[config.mk]
export PLATFORM = sky130hd
export DESIGN_NAME = srsdl_top
export DESIGN_NICKNAME = d
export VERILOG_FILES = /design/src/logic/srsdl_pkg.sv /design/src/logic/srsdl_scan_tick.sv /design/src/logic/srsdl_reset_hold.sv /design/src/logic/srsdl_top.sv
export SDC_FILE = /design/constraint.sdc
export NUM_CORES = 1
export LEC_CHECK = 0
export ABC_AREA = 1
export BUFFER_PORTS_ARGS = -buffer_cell sky130_fd_sc_hd__buf_2
export CAP_MARGIN = 10
export CORE_MARGIN = 3
export CORE_UTILIZATION = 60
export CTS_BUF_LIST = sky130_fd_sc_hd__clkbuf_16
export CTS_CLUSTER_DIAMETER = 100
export DETAILED_ROUTE_END_ITERATION = 8
export PLACE_DENSITY = 0.81
export SLEW_MARGIN = 20
export SYNTH_ARGS = -nofsm -noshare
export SYNTH_HDL_FRONTEND = slang
export SYNTH_SLANG_ARGS = --single-unit
[constraint.sdc]
create_clock -name hclk -period 4.3 [get_ports hclk]
set_clock_uncertainty 0.2 [all_clocks]
set_input_delay 0.215 -clock hclk [delete_from_list [all_inputs] [get_ports hclk]]
set_output_delay 0.215 -clock hclk [all_outputs]
set_load 0.02 [all_outputs]
[src/logic/srsdl_pkg.sv]
// Purpose: shared constants and carriers for sequence run/stop and drive lock control
// Assumes: 40 MHz hclk, AHB-Lite register access, single word transfers
// Notes: byte offsets are decoded on haddr[7:0]
package srsdl_pkg;

    // register byte offsets
    localparam logic [7:0] SRSDL_OFF_CFG = 8'h00;
    localparam logic [7:0] SRSDL_OFF_REMOTE = 8'h04;
    localparam logic [7:0] SRSDL_OFF_RELAY = 8'h08;
    localparam logic [7:0] SRSDL_OFF_AUTO = 8'h0C;
    localparam logic [7:0] SRSDL_OFF_DEVDATA = 8'h10;
    localparam logic [7:0] SRSDL_OFF_STATUS = 8'h14;
    localparam logic [7:0] SRSDL_OFF_INFN_FIRST = 8'h20;
    localparam logic [7:0] SRSDL_OFF_INFN_LAST = 8'h4C;
    localparam int SRSDL_INFN_COUNT = 12;

    // input terminal function code for the run request
    localparam logic [7:0] SRSDL_FN_SEQ_RUN = 8'h32;

    // enable selection codes
    localparam logic [3:0] SRSDL_PLC_OFF = 4'h0;
    localparam logic [3:0] SRSDL_PLC_SRC_A = 4'h1;
    localparam logic [3:0] SRSDL_PLC_TERM_A = 4'h2;
    localparam logic [3:0] SRSDL_PLC_SRC_B = 4'hB;
    localparam logic [3:0] SRSDL_PLC_TERM_B = 4'hC;

    // config fields
    localparam int SRSDL_CFG_PLC_LSB = 0;
    localparam int SRSDL_CFG_PLC_W = 4;
    localparam int SRSDL_CFG_SRC_BIT = 4;
    localparam int SRSDL_CFG_LOCK_BIT = 5;
    localparam int SRSDL_CFG_WPROT_BIT = 6;
    localparam int SRSDL_REM_EN_BIT = 0;
    localparam int SRSDL_REM_RUN_BIT = 1;
    localparam int SRSDL_AUTO_FWD_BIT = 0;
    localparam int SRSDL_AUTO_REV_BIT = 1;
    localparam int SRSDL_AUTO_W = 16;
    localparam int SRSDL_RELAY_W = 7;
    localparam int SRSDL_RELAY_SAVED_LSB = 16;

    // status fields
    localparam int SRSDL_ST_RUN_BIT = 0;
    localparam int SRSDL_ST_ENABLED_BIT = 1;
    localparam int SRSDL_ST_DECEL_BIT = 2;
    localparam int SRSDL_ST_DRIVE_BIT = 3;
    localparam int SRSDL_ST_REQ_BIT = 4;

    // reset values
    localparam logic [3:0] SRSDL_RST_PLC = 4'h0;
    localparam logic SRSDL_RST_LOCK = 1'b0;

    // timing
    localparam longint SRSDL_CLK_HZ = 40000000;
    localparam longint SRSDL_RESET_HOLD_US = 100000;
    localparam longint SRSDL_SCAN_US = 10;
    localparam longint SRSDL_RESET_HOLD_CYCLES = (SRSDL_CLK_HZ / 1000000) * SRSDL_RESET_HOLD_US;
    localparam longint SRSDL_SCAN_CYCLES = (SRSDL_CLK_HZ / 1000000) * SRSDL_SCAN_US;

    // ahb transfer types
    localparam logic [1:0] SRSDL_HTRANS_NONSEQ = 2'h2;

    typedef struct packed {
        logic hsel;
        logic [31:0] haddr;
        logic [1:0] htrans;
        logic hwrite;
        logic [2:0] hsize;
        logic hready;
        logic [31:0] hwdata;
    } srsdl_ahb_in_type;

    typedef struct packed {
        logic start_fwd;
        logic start_rev;
        logic decel_stop;
    } srsdl_drive_cmd_type;

endpackage

[src/logic/srsdl_scan_tick.sv]
// Purpose: program scan boundary tick divider
// Assumes: single hclk domain
// Notes: tick is a one-cycle pulse
`timescale 1ns/1ps
module srsdl_scan_tick #(
    parameter int SCAN_CYCLES = 400
) (
    // clock and reset
    input wire logic hclk,
    input wire logic hresetn,
    // tick
    output logic tick
);
    typedef struct packed {
        logic [31:0] cnt;
        logic tick;
    } srsdl_scan_state_type;

    srsdl_scan_state_type st_reg;
    srsdl_scan_state_type st_next;

    always_comb begin
        st_next = st_reg;
        st_next.tick = 1'b0;
        if (st_reg.cnt >= 32'(SCAN_CYCLES - 1)) begin
            st_next.cnt = 32'h0;
            st_next.tick = 1'b1;
        end else begin
            st_next.cnt = st_reg.cnt + 32'h1;
        end
    end

    always_ff @(posedge hclk or negedge hresetn) begin
        if (!hresetn) begin
            st_reg <= '0;
        end else begin
            st_reg <= st_next;
        end
    end

    assign tick = st_reg.tick;
endmodule

[src/logic/srsdl_reset_hold.sv]
// Purpose: qualifies the drive reset input as a long pulse
// Assumes: input synchronous to hclk
// Notes: clear fires once on release after a long enough hold
`timescale 1ns/1ps
module srsdl_reset_hold #(
    parameter int HOLD_CYCLES = 4000000
) (
    // clock and reset
    input wire logic hclk,
    input wire logic hresetn,
    // reset terminal
    input wire logic level,
    // result
    output logic clear_pulse
);
    typedef struct packed {
        logic [31:0] cnt;
        logic held;
        logic pulse;
    } srsdl_hold_state_type;

    srsdl_hold_state_type st_reg;
    srsdl_hold_state_type st_next;

    always_comb begin
        st_next = st_reg;
        st_next.pulse = 1'b0;
        if (level) begin
            if (st_reg.cnt < 32'(HOLD_CYCLES)) begin
                st_next.cnt = st_reg.cnt + 32'h1;
            end else begin
                st_next.held = 1'b1;
            end
        end else begin
            // short glitches never clear retained data
            st_next.pulse = st_reg.held;
            st_next.held = 1'b0;
            st_next.cnt = 32'h0;
        end
    end

    always_ff @(posedge hclk or negedge hresetn) begin
        if (!hresetn) begin
            st_reg <= '0;
        end else begin
            st_reg <= st_next;
        end
    end

    assign clear_pulse = st_reg.pulse;
endmodule

[src/logic/srsdl_top.sv]
// Purpose: sequence program run/stop control and drive start lock
// Assumes: AHB-Lite slave, inputs synchronous to hclk
// Notes: reads take one wait state, writes none
`timescale 1ns/1ps
module srsdl_top #(
    parameter int RELAY_W = srsdl_pkg::SRSDL_RELAY_W,
    parameter int TERM_COUNT = srsdl_pkg::SRSDL_INFN_COUNT,
    parameter int RESET_HOLD_CYCLES = int'(srsdl_pkg::SRSDL_RESET_HOLD_CYCLES),
    parameter int SCAN_CYCLES = int'(srsdl_pkg::SRSDL_SCAN_CYCLES)
) (
    // clock and reset
    input wire logic hclk,
    input wire logic hresetn,
    // ahb-lite slave
    input wire srsdl_pkg::srsdl_ahb_in_type ahb_in,
    output logic hreadyout,
    output logic hresp,
    output logic [31:0] hrdata,
    // input terminals
    input wire logic [TERM_COUNT-1:0] term_in,
    input wire logic net_virtual_input,
    input wire logic drive_reset_input,
    // drive start sources
    input wire logic term_start_fwd,
    input wire logic term_start_rev,
    input wire logic panel_start_fwd,
    input wire logic panel_start_rev,
    input wire logic drive_running,
    // drive and relay outputs
    output srsdl_pkg::srsdl_drive_cmd_type drive_cmd,
    output logic [RELAY_W-1:0] relay_out,
    output logic seq_running
);
    typedef struct packed {
        logic [3:0] plc_enable_select;
        logic command_source_select;
        logic drive_lock_select;
        logic param_write_protect_select;
        logic remote_en;
        logic remote_run;
        logic [RELAY_W-1:0] relay_img;
        logic [RELAY_W-1:0] saved_relay;
        logic [RELAY_W-1:0] relay_out;
        logic [srsdl_pkg::SRSDL_AUTO_W-1:0] auto_run_command_word;
        logic [31:0] devdata;
        logic [TERM_COUNT-1:0][7:0] input_function_selects;
        logic req_s1;
        logic req_s2;
        logic run;
        logic decel;
        srsdl_pkg::srsdl_drive_cmd_type cmd;
        logic wr_pend;
        logic [7:0] wr_addr;
        logic rd_pend;
        logic [7:0] rd_addr;
        logic hready;
        logic [31:0] hrdata;
    } srsdl_main_state_type;

    srsdl_main_state_type st_reg;
    srsdl_main_state_type st_next;
    logic scan_tick;
    logic data_clear;
    logic [TERM_COUNT-1:0] term_is_req;
    logic phys_req;
    logic seq_run_request;
    logic plc_enabled;
    logic start_allow;
    logic addr_take;

    // permitted, non-zero enable code
    function automatic logic plc_on(input logic [3:0] sel);
        plc_on = (sel == srsdl_pkg::SRSDL_PLC_SRC_A) || (sel == srsdl_pkg::SRSDL_PLC_SRC_B) ||
                 (sel == srsdl_pkg::SRSDL_PLC_TERM_A) || (sel == srsdl_pkg::SRSDL_PLC_TERM_B);
    endfunction

    function automatic logic sel_valid(input logic [3:0] sel);
        sel_valid = (sel == srsdl_pkg::SRSDL_PLC_OFF) || plc_on(sel);
    endfunction

    function automatic logic is_infn(input logic [7:0] a);
        is_infn = (a >= srsdl_pkg::SRSDL_OFF_INFN_FIRST) && (a <= srsdl_pkg::SRSDL_OFF_INFN_LAST) &&
                  (a[1:0] == 2'h0);
    endfunction

    function automatic logic [3:0] infn_index(input logic [7:0] a);
        logic [7:0] d;
        d = a - srsdl_pkg::SRSDL_OFF_INFN_FIRST;
        infn_index = d[5:2];
    endfunction

    srsdl_scan_tick #(
        .SCAN_CYCLES(SCAN_CYCLES)
    ) u_scan (
        .hclk(hclk),
        .hresetn(hresetn),
        .tick(scan_tick)
    );

    srsdl_reset_hold #(
        .HOLD_CYCLES(RESET_HOLD_CYCLES)
    ) u_hold (
        .hclk(hclk),
        .hresetn(hresetn),
        .level(drive_reset_input),
        .clear_pulse(data_clear)
    );

    // terminals whose function carries the run request
    genvar gi;
    generate
        for (gi = 0; gi < TERM_COUNT; gi++) begin : g_term
            assign term_is_req[gi] = term_in[gi] &&
                (st_reg.input_function_selects[gi] == srsdl_pkg::SRSDL_FN_SEQ_RUN);
        end
    endgenerate

    assign phys_req = |term_is_req;
    assign plc_enabled = plc_on(st_reg.plc_enable_select);

    always_comb begin
        seq_run_request = 1'b0;
        if (!plc_enabled) begin
            seq_run_request = 1'b0;
        end else if (st_reg.remote_en) begin
            seq_run_request = st_reg.remote_run;
        end else if ((st_reg.plc_enable_select == srsdl_pkg::SRSDL_PLC_TERM_A) ||
                     (st_reg.plc_enable_select == srsdl_pkg::SRSDL_PLC_TERM_B)) begin
            seq_run_request = phys_req;
        end else if (!st_reg.command_source_select) begin
            // network input alone is enough, no terminal needed
            seq_run_request = phys_req | net_virtual_input;
        end else begin
            seq_run_request = phys_req;
        end
    end

    // lock at 0 lets every start through
    assign start_allow = !st_reg.drive_lock_select || st_reg.run;
    assign addr_take = ahb_in.hsel && ahb_in.hready && (ahb_in.htrans == srsdl_pkg::SRSDL_HTRANS_NONSEQ);

    always_comb begin
        logic [31:0] rd;
        logic [7:0] a;
        logic [31:0] w;
        rd = 32'h0;
        a = st_reg.rd_addr;
        w = ahb_in.hwdata;
        st_next = st_reg;

        // run request sync, applied only on scan boundary
        st_next.req_s1 = seq_run_request;
        st_next.req_s2 = st_reg.req_s1;
        if (scan_tick) begin
            st_next.run = st_reg.req_s2;
            if (st_reg.run && !st_reg.req_s2) begin
                st_next.saved_relay = st_reg.relay_img;
                if (st_reg.drive_lock_select && drive_running) begin
                    st_next.decel = 1'b1;
                end
            end
        end
        if (!drive_running || st_next.run) begin
            st_next.decel = 1'b0;
        end
        st_next.relay_out = st_next.run ? st_reg.relay_img : '0;

        // drive starts, panel and automatic command gated alike
        st_next.cmd.start_fwd = start_allow && !st_next.decel && (term_start_fwd || panel_start_fwd ||
            st_reg.auto_run_command_word[srsdl_pkg::SRSDL_AUTO_FWD_BIT]);
        st_next.cmd.start_rev = start_allow && !st_next.decel && (term_start_rev || panel_start_rev ||
            st_reg.auto_run_command_word[srsdl_pkg::SRSDL_AUTO_REV_BIT]);
        st_next.cmd.decel_stop = st_next.decel;

        // register write data phase
        if (st_reg.wr_pend) begin
            if (st_reg.wr_addr == srsdl_pkg::SRSDL_OFF_CFG) begin
                if (sel_valid(w[srsdl_pkg::SRSDL_CFG_PLC_LSB +: srsdl_pkg::SRSDL_CFG_PLC_W])) begin
                    st_next.plc_enable_select = w[srsdl_pkg::SRSDL_CFG_PLC_LSB +: srsdl_pkg::SRSDL_CFG_PLC_W];
                end
                st_next.command_source_select = w[srsdl_pkg::SRSDL_CFG_SRC_BIT];
                st_next.param_write_protect_select = w[srsdl_pkg::SRSDL_CFG_WPROT_BIT];
                // refused while operating, write protection not consulted
                if (!drive_running) begin
                    st_next.drive_lock_select = w[srsdl_pkg::SRSDL_CFG_LOCK_BIT];
                end
            end else if (st_reg.wr_addr == srsdl_pkg::SRSDL_OFF_REMOTE) begin
                st_next.remote_en = w[srsdl_pkg::SRSDL_REM_EN_BIT];
                st_next.remote_run = w[srsdl_pkg::SRSDL_REM_RUN_BIT];
            end else if (st_reg.wr_addr == srsdl_pkg::SRSDL_OFF_RELAY) begin
                st_next.relay_img = w[RELAY_W-1:0];
            end else if (st_reg.wr_addr == srsdl_pkg::SRSDL_OFF_AUTO) begin
                st_next.auto_run_command_word = w[srsdl_pkg::SRSDL_AUTO_W-1:0];
            end else if (st_reg.wr_addr == srsdl_pkg::SRSDL_OFF_DEVDATA) begin
                if (!st_reg.run) begin
                    st_next.devdata = w;
                end
            end else if (is_infn(st_reg.wr_addr)) begin
                if (!st_reg.run) begin
                    st_next.input_function_selects[infn_index(st_reg.wr_addr)] = w[7:0];
                end
            end
        end

        // long reset pulse clears retained data; stop alone keeps it
        if (data_clear) begin
            st_next.devdata = 32'h0;
            st_next.auto_run_command_word = '0;
            st_next.relay_img = '0;
            st_next.saved_relay = '0;
        end

        // address phase; reads get one wait state so writes settle first
        st_next.wr_pend = 1'b0;
        if (st_reg.rd_pend) begin
            case (1'b1)
                (a == srsdl_pkg::SRSDL_OFF_CFG): begin
                    rd[srsdl_pkg::SRSDL_CFG_PLC_LSB +: srsdl_pkg::SRSDL_CFG_PLC_W] = st_reg.plc_enable_select;
                    rd[srsdl_pkg::SRSDL_CFG_SRC_BIT] = st_reg.command_source_select;
                    rd[srsdl_pkg::SRSDL_CFG_LOCK_BIT] = st_reg.drive_lock_select;
                    rd[srsdl_pkg::SRSDL_CFG_WPROT_BIT] = st_reg.param_write_protect_select;
                end
                (a == srsdl_pkg::SRSDL_OFF_REMOTE): begin
                    rd[srsdl_pkg::SRSDL_REM_EN_BIT] = st_reg.remote_en;
                    rd[srsdl_pkg::SRSDL_REM_RUN_BIT] = st_reg.remote_run;
                end
                (a == srsdl_pkg::SRSDL_OFF_RELAY): begin
                    rd[RELAY_W-1:0] = st_reg.relay_img;
                    rd[srsdl_pkg::SRSDL_RELAY_SAVED_LSB +: RELAY_W] = st_reg.saved_relay;
                end
                (a == srsdl_pkg::SRSDL_OFF_AUTO): begin
                    rd[srsdl_pkg::SRSDL_AUTO_W-1:0] = st_reg.auto_run_command_word;
                end
                (a == srsdl_pkg::SRSDL_OFF_DEVDATA): begin
                    rd = st_reg.run ? 32'h0 : st_reg.devdata;
                end
                (a == srsdl_pkg::SRSDL_OFF_STATUS): begin
                    rd[srsdl_pkg::SRSDL_ST_RUN_BIT] = st_reg.run;
                    rd[srsdl_pkg::SRSDL_ST_ENABLED_BIT] = plc_enabled;
                    rd[srsdl_pkg::SRSDL_ST_DECEL_BIT] = st_reg.decel;
                    rd[srsdl_pkg::SRSDL_ST_DRIVE_BIT] = drive_running;
                    rd[srsdl_pkg::SRSDL_ST_REQ_BIT] = st_reg.req_s2;
                end
                is_infn(a): begin
                    rd[7:0] = st_reg.run ? 8'h0 : st_reg.input_function_selects[infn_index(a)];
                end
                default: begin
                    rd = 32'h0;
                end
            endcase
            st_next.hrdata = rd;
            st_next.rd_pend = 1'b0;
            st_next.hready = 1'b1;
        end else if (addr_take) begin
            st_next.wr_pend = ahb_in.hwrite;
            st_next.wr_addr = ahb_in.haddr[7:0];
            st_next.rd_pend = !ahb_in.hwrite;
            st_next.rd_addr = ahb_in.haddr[7:0];
            st_next.hready = ahb_in.hwrite;
        end
    end

    always_ff @(posedge hclk or negedge hresetn) begin
        if (!hresetn) begin
            st_reg <= '0;
            st_reg.plc_enable_select <= srsdl_pkg::SRSDL_RST_PLC;
            st_reg.drive_lock_select <= srsdl_pkg::SRSDL_RST_LOCK;
            st_reg.hready <= 1'b1;
        end else begin
            st_reg <= st_next;
        end
    end

    assign hreadyout = st_reg.hready;
    assign hresp = 1'b0;
    assign hrdata = st_reg.hrdata;
    assign drive_cmd = st_reg.cmd;
    assign relay_out = st_reg.relay_out;
    assign seq_running = st_reg.run;
endmodule

Word level (Yosys, flattened, before mapping)
Index checks and enable logic that the tools add are counted.
Word-level totals
  register bits after elaboration: 290
Cells by class
  muxes and demuxes: 88
  $lt $le $gt $ge: 6
  equality and inequality tests: 33
  $add $sub $neg: 3
  bitwise operators: 9
  reduce and logical (&&, ||, !) cells: 62
Operator list (count)
  $mux W144: 4
  $mux W96: 3
  $mux W32: 5
  $mux W128: 1
  $bwmux W96: 1
  $eq A8 B6 Y1 const B: 12
  $mux W7: 12
  $add A32 B1 Y32 const B: 2
  $mux W8: 8
  $mux W9: 6
  $mux W48: 1
  $mux W33: 1
  $bmux W8 S4: 1
  $demux W8 S4: 1
  $ge A32 B9 Y1 const B: 1
  $lt A32 B22 Y1 const B: 1
  $mux W2: 15
  $logic_and A1 B1 Y1: 22
  $mux W3: 7
  $mux W1: 19
  $mux W19: 1
  $eq A4 B4 Y1 const B: 4
  $eq A8 B4 Y1 const B: 2
  $eq A8 B5 Y1 const B: 2
  other kinds (28): 69

Longest topological paths before layout
  depth after elaboration: 15
  mapped depth: 14
  gate-level depth less buffers: 13

Modules after synthesis
Synthesis repeated with hierarchy kept, for this count alone.
Unflattened totals
  cells, all modules: 1669
  area, all modules: 13631.8 sq um
By module, submodules not included
  srsdl_top: cells each 1288, sequential area each 5581.6 sq um, area each 10555.1 sq um, times used 1
  srsdl_reset_hold: cells each 278, sequential area each 850.8 sq um, area each 1920.6 sq um, times used 1
  srsdl_scan_tick: cells each 103, sequential area each 825.8 sq um, area each 1156.1 sq um, times used 1

Worst setup path before layout
Ideal clock, no wire load.
  path kind: flip-flop to flip-flop
  start point: register st_reg, in the netlist seq_running
  end point: register with a tool-made name
  arrival time: 1970 ps
  stages on the path, launching flop included: 11
  clock period less this slack: 2305 ps
  setup slack: 1995 ps
  path buffers: 2
  library setup time: 135 ps
  path through: dfrtp_1 > clkinv_1 > nand4_1 > a21oi_1 > inv_1 > nor2_4 > buf_12 > nand3_4 > buf_6 > nand2_1 > o21ai_0
RTL lines
  start, declared: line srsdl_top.sv:60  | srsdl_main_state_type st_reg;
  start signal, assigned: line srsdl_top.sv:270  | st_reg <= st_next;

==> results by stage <==
Final layout:
- In the final layout, the share of cells above drive strength 1 is a little under an eighth.
- The antenna diode count is 0.
- The non-filler instance count after layout is between 2000 and 2500.
- At the end of the flow, the number of nets in the layout was 1843.
- In the layout the commonest cells are nand2_1, dfrtp_1, nor2_1.
- After filler insertion, the fill cell instance count of the layout stands at approximately 1600.
- From synthesis to final layout, the design area changed by 13.7%.
- Leaving out fill and tap cells, the most frequent cell in the layout is nand2_1.

Placed design:
- The final weighted congestion in routability-driven placement is 0.951.
- Once detailed placement completed, the half-perimeter wirelength came to 22.2 mm.
- In this run the tool buffered the top-level ports with about 110 buffer cells.
- The instance count after placement with tap cells included is a little under 2000.
- Timing analysis after detailed placement gives a worst setup slack of 0.864 ns.

Synth:
- The number of register bits inferred by synthesis is 290.
- Synthesis handed over a netlist of 1628 instances.
- After synthesis, the mean cell area works out to between 8 and 9 µm².
- The portion of the post-synthesis area used by sequential elements is 53.1%.
- The count of distinct cell types in the synthesized netlist is 45.
- The mapped netlist covers around 14000 µm².
- Summed over its instances, the top area cell type makes up a little over half of the synthesized netlist area.
- The synthesized design spends more area on one cell type than any other, namely dfrtp_1.
- Sorting the synthesized cells by area gives the leading types as dfrtp_1, nand2_1, o21ai_0.
- The count of warnings emitted by yosys is 0.
- In the synthesized netlist the async set-or-reset flop fraction comes to 100%.
- The number of enable-type register cells in the synthesized netlist is 0.
- Among all flip-flop cells after synthesis, the most frequent one is dfrtp_1.

Timing:
- The worst slew margin relative to its limit is 39.8%.
- After layout, the worst path uses between 80% and 90% of the clock period.
- The number of endpoints failing setup at the final stage is 0.
- The number of slew-limit violations in the final report is 0.
- The smallest clock period supported by the final layout is computed as 3.56 ns.
- At the pin with the least slew margin, the transition time is roughly 0.9 ns.
- The highest attainable clock frequency is 281 MHz.
- The count of final hold-check violations is 0.
- After layout, the worst setup slack is 0.742 ns.
- The post-route setup TNS is 0 ns.
- Setup repair after global routing left no endpoint under its margin.

Power:
- Dividing total power by cell area gives a power density of around 400 nW/µm².
- IR analysis of the VDD net gives a maximum drop of between 0.3 and 0.4 mV.
- The analysis attributes to cell leakage a power of a little under 8 nW.

Worst setup path:
- STA puts the critical path data arrival time at around 3.7 ns.
- The critical path is of the flop to flop type.
- The worst setup path is launched from a flop.
- The signal on the critical path passes through nor2_8, nand2_1, nor2_2, buf_4, inv_2, o21ai_2, nor2_4, inv_2, nor2_4, nand3_1, nand2_1, o21ai_0.
- The critical path data required time is ~4.5 ns.
- The cell at the slowest stage of the critical path is dfrtp_1.
- Broken down by cell family, the worst path's largest delay share belongs to simple AND/OR/NAND/NOR gates.
- The number of buffers and inverters on the critical path is 3.
- The maximum fanout encountered on the critical timing path is 22.
- The peak per-stage delay on the critical path is about 0.92 ns.
- The endpoint class of the critical path is a flop.

Run status:
- The flow ran to the end, and the final reports show no timing, DRC or antenna violations.

Detailed routing:
- In the final routed layout, each cell accounts on average for 17.0 µm.
- The overall routed net length is between 30 and 40 mm.
- The iteration count of the initial detailed-routing pass is 8.
- The final antenna-violating net count is 0.
- The overall via count from detail_route is between 10000 and 15000.
- The residual DRC count is 0.
- Dividing the detail-routed via count by the number of cells gives 5.66.
- The count of routing violations after the opening detailed-route iteration is between 1000 and 1500.

Global routing:
- The maximum number of pins on one net before global-route repair is roughly 120.
- For this run the aggregate overflow at the end of global routing stands at 0.
- The via count of the first global-routing pass is 11332.
- Across every metal layer, demand over resource in global routing totals 28.5%.
- The global-route wire length before repair is ~57 mm.
- The initial antenna violation count was 0.

Floorplanning:
- The horizontal extent of the die is 157 µm.
- Measured along the y axis, the die boundary spans between 150 and 200 µm.
- The die footprint is between 20000 and 25000 µm².
- The starting density of the core is approximately 60%.
- The number of cell rows is between 50 and 60.
- The core area is between 20000 and 25000 µm².
- Pin placement for this block handled around 140 I/O pins.

Clock network:
- The sink count of the clock tree is between 200 and 300.
- The number of buffers added by the clock tree synthesis step is 30.
- The cell at the root of the clock tree is clkbuf_16.
- CTS built an H-tree with a depth of 1.
- The clock tree from TritonCTS is built.
- The clock passes through at most 3 buffers.
- Clock-pin slew was measured on the worst setup and hold paths at ~0.06 ns.
- The quantity of gates resized following cts is 0.
- At the later pin of the worst-skew pair, clock insertion delay measures 0.55 ns.

Job:
- The max-cap check violation count is 0.

Hold path:
- The type of the most critical hold path is input pin to flop.
==> synth_stat cells (all sizes together), types with 6 or more instances <==
cell,n
nor4,10
clkbuf,35
nand3,88
xor2,13
or2,8
a21oi,56
o31ai,21
inv,115
nor3,17
nor2,129
nand2,515
buf,74
a22oi,6
nand4,19
o21ai,185
a32oi,6
mux2,9
dfrtp,289
==> what timing repair did <==
action | CTS | global route
endpoints found under the hold margin | 195 | 0
setup buffers | 0 | 0
hold buffers | 53 | 0
==> logic make-up (layout without fill, tap and decap cells) <==
logic type                 after synthesis  after routing  share of synthesized area, %
DFF                                    290            290                          53.1
and+or+nand+nor                        794            794                          25.1
buffers and inverters                  228            346                          8.23
adders and majority gates                2              2                         0.183
muxes                                   10             10                         0.815
AOI/OAI and AO/OA                      285            285                          11.3
xor gates and xnor gates                18             18                          1.15
other                                    1             24                        0.0274
==> path summary, 6_finish.rpt <==
path	cells past startpoint	slack [ns]	start	to
setup / recovery	12	0.74	st_reg[35]$_DFFE_PN0P_	flop
hold / removal	7	0.05	term_in[9]	st_next[56]$_DFF_PN0_
setup reg to reg	12	0.74	st_reg[35]$_DFFE_PN0P_	flop
hold reg to reg	0	0.20	st_next[56]$_DFF_PN0_	st_reg[56]$_DFF_PN0_
max in group asynchronous	3	2.72	hresetn	st_reg[173]$_DFFE_PN0P_
min in group asynchronous	2	0.10	hresetn	hrdata[10]$_DFFE_PN0P_
==> where the power goes <==
group	internal (mW)	total [mW]	switching, mW	leakage, nW
sequential	2.85	2.94	0.0864	3.35
combinational	0.260	0.813	0.553	4.04
clock	1.36	2.41	1.06	0.457
==> layout make-up <==
class	instances	area, µm²	share of cell area [%]
inverter	119	447	2.88
clock inverter	22	133	0.854
timing repair buffer	174	1200	7.73
sequential	290	7260	46.7
clock buffer	31	776	4.99
tap	280	350	2.26
multi-input combinational	1133	5370	34.6
==> layer usage <==
| metal | share of wire, % | global-route usage [%] | vias to the layer above |
|---|---|---|---|
| met1 | 41 | 39.5 | 5511 |
| met3 | 7.7 | 4.43 | 100 |
| met5 | 0 | 0 | - |
| li1 | - | - | 5473 |
| met2 | 48 | 46.3 | 521 |
| met4 | 3.4 | 9.88 | 0 |
==> tightest hold or removal path, cell delays in order <==
cell and delay [ns]:
buf_2 0.11, nand3_1 0.07, o31ai_1 0.10, nor2_1 0.05, nand2_1 0.07, nor2_1 0.05
nor2_1 0.09
==> metrics by stage <==
stage / power (mW) / hold slack (ns) / util [%] / instance area [µm²]
detailed placement: 3.73 / 0.153 / 63.8 / 14100
global route: 6.41 / 0.0662 / 70.3 / 15500
floorplan: 3.47 / -0.281 / - / 13700
global placement: 3.71 / 0.134 / 63.8 / 14100
finish: 6.16 / 0.0474 / 70.3 / 15500
CTS: 6.17 / 0.0347 / 70.3 / 15500
(Power assumes the default switching activity.)
